--- config.mk ---
export PLATFORM = sky130hd
export DESIGN_NAME = pps_sequencer
export DESIGN_NICKNAME = d
export VERILOG_FILES = /design/src/logic/pps_pkg.sv /design/src/logic/pps_sequencer.sv
export SDC_FILE = /design/constraint.sdc
export NUM_CORES = 1
export LEC_CHECK = 0
export ABC_AREA = 1
export BUFFER_PORTS_ARGS = -buffer_cell sky130_fd_sc_hd__buf_2
export CORE_ASPECT_RATIO = 0.5
export CORE_UTILIZATION = 51
export CTS_CLUSTER_DIAMETER = 120
export DETAILED_ROUTE_END_ITERATION = 8
export PLACE_DENSITY = 0.81
export SLEW_MARGIN = 20
export SYNTH_ARGS = -nofsm -noshare
export SYNTH_HDL_FRONTEND = slang
export SYNTH_SLANG_ARGS = --single-unit
--- constraint.sdc ---
create_clock -name ref_clk_in -period 1.7 [get_ports ref_clk_in]
set_clock_uncertainty 0.15 [all_clocks]
set_input_delay 0.34 -clock ref_clk_in [delete_from_list [all_inputs] [get_ports ref_clk_in]]
set_output_delay 0.34 -clock ref_clk_in [all_outputs]
set_load 0.005 [all_outputs]
--- src/logic/pps_pkg.sv ---
// panel power sequencer package: state encoding, stage outputs, timing constants
// assumes one 125 MHz core clock and a synchronous active-high reset
// Operation
// - standby input falling low starts the panel power-down sequence
// - power-down control bit 3 set to one starts power-down
// - standby input rising high with bit 3 clear starts the panel power-up sequence
// - power-down control bit 3 cleared to zero with standby high starts power-up
// - four enables for logic supply, panel signals, bias and backlight switch as stages
// - wait between stages comes from the programmable delay register
// - bias enable never asserted while panel control and data are off
package pps_pkg;
   // clock rate and delay unit
   localparam int CLK_MHZ = 125;
   localparam int DELAY_UNIT_US = 1;
   localparam int UNIT_CYCLES = CLK_MHZ * DELAY_UNIT_US;
   localparam int DELAY_W = 8;
   localparam logic [DELAY_W-1:0] DELAY_RST = 8'h01;
   localparam int PD_BIT = 3;
   localparam int CTRL_W = 8;
   localparam logic [CTRL_W-1:0] CTRL_RST = 8'h00;

   // stage number 0 = all off .. 4 = all on
   typedef enum logic [2:0] {
      ST_OFF = 3'h0,
      ST_LOGIC = 3'h1,
      ST_SIG = 3'h2,
      ST_BIAS = 3'h3,
      ST_ON = 3'h4
   } pps_stage_t;

   // enables presented to the panel switches
   typedef struct packed {
      logic logic_supply_enable;
      logic panel_signal_enable;
      logic bias_supply_enable;
      logic backlight_enable;
   } pps_enables_t;
endpackage : pps_pkg

--- src/logic/pps_sequencer.sv ---
// panel power sequencer: steps panel supplies up or down one stage per delay
// assumes inputs synchronous to ref_clk_in; delay and control values held by the register owner
`timescale 1ns/1ps
module pps_sequencer import pps_pkg::*; #(
   parameter int UNIT_CYC = UNIT_CYCLES
) (
   // clock and reset
   input wire logic ref_clk_in,
   input wire logic rst_in,
   // requests
   input wire logic standby_request_n_in,
   input wire logic [CTRL_W-1:0] power_down_ctrl1_reg_in,
   input wire logic [DELAY_W-1:0] panel_seq_delay_reg_in,
   // panel switches
   output pps_enables_t enables_out,
   output logic busy_out
);
   pps_stage_t stage_ff, nxt_stage;
   logic [15:0] unit_ff, nxt_unit;
   logic [DELAY_W-1:0] left_ff, nxt_left;
   logic want_on;
   logic at_target;
   logic tick;
   pps_enables_t enables_ff, nxt_enables;
   // last count of one delay unit; a zero unit setting still waits one cycle
   localparam logic [15:0] UNIT_LAST = 16'((UNIT_CYC > 0 ? UNIT_CYC : 1) - 1);

   // level request: off if standby low or power-down bit set
   assign want_on = standby_request_n_in & ~power_down_ctrl1_reg_in[PD_BIT];
   assign at_target = want_on ? (stage_ff == ST_ON) : (stage_ff == ST_OFF);
   assign tick = (unit_ff == 16'h0000) && (left_ff == '0);
   assign busy_out = ~at_target;

   // interval counter; a reversed request lets the running wait finish, then steps from the current stage
   always_comb begin
      nxt_unit = unit_ff;
      nxt_left = left_ff;
      nxt_stage = stage_ff;
      if (at_target) begin
         nxt_unit = 16'((UNIT_CYC > 0 ? UNIT_CYC : 1) - 1);
         nxt_left = panel_seq_delay_reg_in;
      end else if (tick) begin
         // one stage step in the requested direction
         case (stage_ff)
            ST_OFF: nxt_stage = want_on ? ST_LOGIC : ST_OFF;
            ST_LOGIC: nxt_stage = want_on ? ST_SIG : ST_OFF;
            ST_SIG: nxt_stage = want_on ? ST_BIAS : ST_LOGIC;
            ST_BIAS: nxt_stage = want_on ? ST_ON : ST_SIG;
            ST_ON: nxt_stage = want_on ? ST_ON : ST_BIAS;
            default: nxt_stage = ST_OFF;
         endcase
         nxt_unit = 16'((UNIT_CYC > 0 ? UNIT_CYC : 1) - 1);
         nxt_left = panel_seq_delay_reg_in;
      end else if (unit_ff != 16'h0000) begin
         nxt_unit = unit_ff - 16'h0001;
      end else begin
         nxt_unit = 16'((UNIT_CYC > 0 ? UNIT_CYC : 1) - 1);
         nxt_left = left_ff - 1'b1;
      end
   end

   // state registers; reset leaves the panel fully off
   always_ff @(posedge ref_clk_in) begin
      if (rst_in) begin
         stage_ff <= ST_OFF;
         unit_ff <= 16'h0000;
         left_ff <= DELAY_RST;
         enables_ff <= '0;
      end else begin
         stage_ff <= nxt_stage;
         unit_ff <= nxt_unit;
         left_ff <= nxt_left;
         enables_ff <= nxt_enables;
      end
   end

   // enables decoded from the next stage and registered
   // a combinational decode of the stage code could glitch bias on for a moment
   always_comb begin
      nxt_enables.logic_supply_enable = (nxt_stage >= ST_LOGIC) && (nxt_stage <= ST_ON);
      nxt_enables.panel_signal_enable = (nxt_stage >= ST_SIG) && (nxt_stage <= ST_ON);
      nxt_enables.bias_supply_enable = (nxt_stage >= ST_BIAS) && (nxt_stage <= ST_ON);
      nxt_enables.backlight_enable = (nxt_stage == ST_ON);
   end

   // switches see only flip-flop outputs
   assign enables_out = enables_ff;
endmodule : pps_sequencer

==> results of run 1 <==
[stage by stage]
stage | setup slack (ns) | total power [W] | instances | TNS [ns] | hold WS (ns)
3_5_place_dp | -0.0821 | 0.00109 | 325 | -1.00 | 0.338
6_report | -0.0412 | 0.00189 | 338 | -0.126 | 0.128
4_1_cts | 0.000541 | 0.00186 | 336 | 0 | 0.106
5_1_grt | -0.178 | 0.00196 | 338 | -1.45 | 0.141
3_3_place_gp | -0.0443 | 0.00107 | 325 | -0.383 | 0.335
2_1_floorplan | 0.0713 | 0.000986 | 248 | 0 | 0.259
[per-layer routing]
metal / GRT usage [%] / up-vias
li1: - / 871
met5: 0 / -
met1: 28.1 / 822
met2: 39.3 / 63
met4: 11.5 / 0
met3: 6.67 / 17
[cells by family after synthesis]
family / share of synthesized area [%]
and+or+nand+nor: 36.2
buffers and inverters: 9.29
AOI/OAI and AO/OA: 10.9
DFF: 35.4
xor gates and xnor gates: 6.00
adders and majority gates: 2.14
[cell usage after synthesis]
master	n	area [µm²]
nand2_1	48	180
nor2_1	41	154
inv_1	32	120
dfxtp_1	31	621
nor2_2	14	87.6
o21ai_0	13	65.1
xor2_1	10	87.6
nand3_1	8	40.0
a21oi_1	7	35.0
nand2_2	5	31.3
a21oi_2	4	35.0
nand4_1	4	25.0
o21ai_1	4	20.0
ha_1	3	37.5
a31oi_1	2	12.5
buf_6	2	22.5
nand2_4	2	22.5
nand3b_1	2	15.0
nor2_4	2	22.5
xnor2_1	2	17.5
buf_1	1	3.75
buf_4	1	7.51
clkinv_2	1	5.00
inv_2	1	3.75
nand3_4	1	17.5
nor2_8	1	20.0
nor3_1	1	5.00
nor3b_1	1	7.51
o21ai_2	1	8.76
o21bai_1	1	7.51
o31ai_1	1	7.51
or3_1	1	6.26
[power by group]
part / switching, W / internal, W / leakage [nW] / total, W
combinational: 0.000180 / 0.000149 / 0.806 / 0.000329
clock: 0.000297 / 0.000474 / 0.0612 / 0.000771
sequential: 0.0000314 / 0.000757 / 0.256 / 0.000788
total: 0.000508 / 0.00138 / 1.12 / 0.00189
[state kept, by name (all words and copies together), names as in the netlist]
signal       cells
enables_out      4
left_ff          8
stage_ff         3
unit_ff         16
[worst min-delay path by stage]
stage          slack, ns  cells past startpoint     endpoint
3_3_place_gp        0.33                      2  unit_ff[11]
5_1_grt             0.14                      2   unit_ff[4]
6_report            0.13                      2   unit_ff[6]
2_1_floorplan       0.26                      1   unit_ff[6]
4_1_cts             0.11                      2  stage_ff[0]
3_5_place_dp        0.34                      2  unit_ff[11]
[worst reg2reg max path: cells and delay by family (launching register included)]
family           cells  cell delay (ns)
DFF                  1             0.36
and+or+nand+nor     10             1.12
[area by class of cell]
cell class,count,area [µm²]
Timing Repair Buffer,46,325
Clock inverter,2,35.0
Inverter,34,133
Tap cell,40,50.0
Fill cell,226,818
Sequential cell,31,627
Multi-Input combinational cell,179,1060
Clock buffer,6,82.6
[repair_timing]
item | 4_1_cts | 5_1_grt
setup endpoints to repair | 14 | 26
hold buffers | 0 | 0
resized for setup | 7 | 28
buffers inserted | 3 | 2
pin swaps | 4 | 10
==> impl_metrics.yaml, run 1 <==
grt:
  antenna_found_initial: 0
  grt.overflow.total: 0
  grt_usage_pct: 23.3
  grt_pass1_wl_um: 6520
  grt_pass1_vias: 1513
  grt_max_degree: 15
critical_path:
  worst_path_dominant_cell_family: "simple AND/OR/NAND/NOR gates"
  path_buf_inv: 0
  critPathMaxFanout: 6
  cp_slowest_cell: "dfxtp_4"
  startpoint_type: "flip-flop"
  path_class: "flip-flop to flip-flop"
  cp.depth: 10
  arrival_ns: 1.78
  crit_start: "unit_ff[8]"
  reg2reg_depth: 10
  cpPeakStageDelay_ns: 0.36
  r2r_start: "unit_ff[8]"
  path_cells: "nor2_4, nand2_2, nor2_4, nand3_4, nand2_2, nand2_4, nor2_1, nand2_1, nand2_1, nor2_1"
  critPathCaptureType: "flip-flop"
  worstPathRequired_ns: 1.74
  regToRegSetupSlack_ns: -0.04
  r2r_end: "enables_out[3]"
  crit_end: "enables_out[3]"
finish:
  layout.nets: 319
  drive_above_1_share_pct: 34.9
  final_common_cell: "nand2_1"
  antennaDiodeCount: 0
  stdcell_area_mm2: 0.00232
  area_growth_pct: 32.3
  most-common-layout-cells: "nand2_1, nor2_1, inv_1, dfxtp_1, buf_4"
  utilization_pct: 73.9
status:
  violations: "negative setup slack"
  status: "complete, but fails checks"
place:
  gp_congestion: 0.791
  io_buffers: 16
  dpl_cell_area_mm2: 0.00205
  dpl.hpwl_um: 2830
synth:
  synth_cells: 248
  ys_warn_count: 0
  yosysSeqAreaShare_pct: 35.4
  yosysUniqueCellTypes: 32
  synth_seq_cells: 31
  avgSynthCellArea_um2: 7.06
  syn_area_mm2: 0.00175
  syn_nets: 270
clock_network:
  path_clk_slew_ns: 0.07
  cts_tree: "done"
  cts_sinks: 31
  cts_root_buffer: "clkbuf_8"
  numCtsBuffers: 5
  clk_latency_ns: 0.29
  cts-htree-levels: 2
  cts_buffer_depth: 2
timing:
  finalWorstSetupSlack_ns: -0.0412
  fmax_mhz: 574
  rsz0062_at_grt: "true"
  finalCritPeriodShare_pct: 102
  relSlewSlack_pct: 76.6
  worst_slew_pin_slew_ns: 0.350
  hold_viol: 0
  period_minus_slack_ns: 1.74
  slew_viol_final: 0
  setup_viol: 4
routing:
  highest_layer: "met4"
  met3_wirelength_um: 222
  wl_met2_um: 2200
  routed_wl_um: 4560
  postRouteAntennaNets: 0
  drc: 0
  avgRoutedWirePerCell_um: 13.5
  drtPass1Iterations: 5
  wl_met1_um: 2020
  drtIter0Drc: 130
  via_count: 1773
  routed_via_density: 5.25
pwr:
  power_density_mw_per_mm2: 815
  irDropWorstVdd_v: 0.000523
  leakage_nw: 1.12
hold_path:
  hold_class: "input pin to flip-flop"
  min_from: "rst_in"
die:
  rows: 14
  start_util_pct: 55.9
  coreArea_mm2: 0.00314
  die_width_um: 84.9
  io_pins: 24
  die_h_um: 43.4
  die-area_mm2: 0.00369
job:
  cap_viol_max_count: 0
Note: power is estimated with default switching activity, not from simulation.
==> run 2: changes to the inputs <==
==> constraint.sdc (replaced) <==
create_clock -name ref_clk_in -period 1.7 [get_ports ref_clk_in]
set_clock_uncertainty 0.15 [all_clocks]
set_input_delay 0.17 -clock ref_clk_in [delete_from_list [all_inputs] [get_ports ref_clk_in]]
set_output_delay 0.17 -clock ref_clk_in [all_outputs]
set_load 0.005 [all_outputs]
==> run 2 against run 1 <==
The flow still finishes with violations (negative setup slack). Combinational power rose by 3%. Cell area increased by 3.0%. Flip-flop and latch count stayed put. Largest cell class unchanged. Clock-buffer cell count did not move. Critical path depth shrank 1. Global-route usage is 1.8 points lower. Setup slack worse by 0.026 ns. Die area stayed put. Highest routed layer unchanged. Clock power grew 15%. Via count down 2.0%. Critical path type unchanged.
==> impl_metrics.yaml, run 2 (synthesis gave the netlist of run 1 again) <==
timing:
  setup_viol: 3
  whs_ns: 0.0138
  worst_slew_pin_slew_ns: 0.381
  finalWorstSetupSlack_ns: -0.0671
  relSlewSlack_pct: 74.6
  tns_ns: -0.140
  rsz0062_at_grt: "true"
  hold_viol: 0
  finalCritPeriodShare_pct: 104
  fmax_mhz: 566
  period_minus_slack_ns: 1.77
  slew_viol_final: 0
grt:
  grt_pass1_vias: 1513
  antenna_found_initial: 0
  grt_max_degree: 15
  grt.overflow.total: 0
  grt_pass1_wl_um: 6090
  grt_usage_pct: 21.5
die:
  die-area_mm2: 0.00369
  die_width_um: 84.9
  io_pins: 24
  die_h_um: 43.4
  coreArea_mm2: 0.00314
  rows: 14
  start_util_pct: 55.9
place:
  dp_cells: 318
  io_buffers: 16
  dpl.hpwl_um: 2580
  gp_congestion: 0.813
critical_path:
  critPathMaxFanout: 6
  worst_path_dominant_cell_family: "simple AND/OR/NAND/NOR gates"
  cp_slowest_cell: "dfxtp_1"
  reg2reg_depth: 9
  path_class: "flip-flop to flip-flop"
  startpoint_type: "flip-flop"
  worstPathRequired_ns: 1.79
  critPathCaptureType: "flip-flop"
  cpPeakStageDelay_ns: 0.37
  cp_common_cell: "nand2_1"
  path_cells: "nor2_4, nand2_4, nor2_8, nand3_4, o21ai_4, inv_2, nand2_1, nand2_1, nor2_1"
  cp.depth: 9
  path_buf_inv: 1
  arrival_ns: 1.86
routing:
  via_count: 1738
  routed_wl_um: 4570
  drtPass1Iterations: 4
  drtIter0Drc: 56
  routed_via_density: 5.16
  avgRoutedWirePerCell_um: 13.5
  drc: 0
  postRouteAntennaNets: 0
hold_path:
  holdPathStages: 5
  hold_class: "input pin to flip-flop"
pwr:
  irDropWorstVdd_v: 0.000496
  p_total_w: 0.00202
  leakage_nw: 1.12
  power_density_mw_per_mm2: 846
finish:
  antennaDiodeCount: 0
  multi_input_area_mm2: 0.00113
  area_growth_pct: 36.2
  fillers: 198
  regMostFlops: "unit_ff"
  ff_latch_area_um2: 631
  layout.nets: 318
  final_cells: 337
  drive_above_1_share_pct: 39.7
  largest_reg_flops: 16
  final_common_cell: "nand2_1"
  utilization_pct: 76.1
  most-common-layout-cells: "nand2_1, nor2_1, inv_1, dfxtp_1, buf_4"
clock_network:
  cts_sinks: 31
  path_clk_slew_ns: 0.07
  clk_latency_ns: 0.30
  cts_tree: "done"
  cts-htree-levels: 2
  cts_buffer_depth: 2
  numCtsBuffers: 5
  cts_root_buffer: "clkbuf_8"
job:
  cap_viol_max_count: 0
status:
  status: "complete, but fails checks"
  violations: "negative setup slack"
[run 2: cell types whose count changed in the layout (fill, tap and decap cells not counted), moves of 2 or more]
cell / change
nand2_1: -8
nand2_2: +5
nor2_2: +5
nor2_1: -4
buf_4: -3
dfxtp_1: -3
dfxtp_2: +3
dlygate4sd3_1: +3
nand2_4: +3
o21ai_1: -3
o21ai_0: +2
[run 2: timing repair]
action,CTS,global route
hold buffers,3,0
gates resized for setup,3,49
setup buffers,3,5
hold endpoints to repair,6,0
endpoints found under the setup margin,4,15
pin swaps,2,18
gates cloned,0,0
[run 2: through the flow]
step                      area (µm²)  worst slack (ns)
after CTS                       2190           0.00791
after floorplan                 1750            0.0713
after detailed placement        2000           -0.0694
after global placement          2000            0.0264
after global routing            2390            -0.200
final                           2390           -0.0671
[run 2: area by class of cell]
type	instances	share of cell area [%]
timing repair buffer	45	13.3
clock buffer	6	3.04
inverter	34	5.40
multi-input combinational	179	47.2
tap	40	2.10
sequential	31	26.4
clock inverter	2	2.52
[run 2: per-layer routing]
| layer | vias to the layer above | routed length [µm] | global-route usage (%) |
|---|---|---|---|
| met4 | 0 | 187 | 8.14 |
| met2 | 45 | 2290 | 37.1 |
| met5 | - | 0 | 0 |
| met1 | 798 | 1890 | 26.0 |
| met3 | 21 | 197 | 6.86 |
| li1 | 874 | - | - |
[run 2: worst register-to-register path: stages, from the launching register on]
cell,delay [ns]
dfxtp_1,0.37
nor2_4,0.17
nand2_4,0.09
nor2_8,0.16
nand3_4,0.21
o21ai_4,0.25
inv_2,0.07
nand2_1,0.08
nand2_1,0.06
nor2_1,0.11
[run 2: where the power goes]
group          switching [W]  internal, W  total [W]
clock               0.000301     0.000586   0.000887
sequential         0.0000353     0.000759   0.000794
combinational       0.000186     0.000153   0.000338
total               0.000522      0.00150    0.00202
[run 2: worst paths after layout]
kind                        startpoint        endpoint  slack [ns]
max reg2reg                 unit_ff[2]  enables_out[3]       -0.07
min reg2reg                 unit_ff[7]      unit_ff[7]        0.38
max                         unit_ff[2]  enables_out[3]       -0.07
min          panel_seq_delay_reg_in[7]      left_ff[7]        0.01
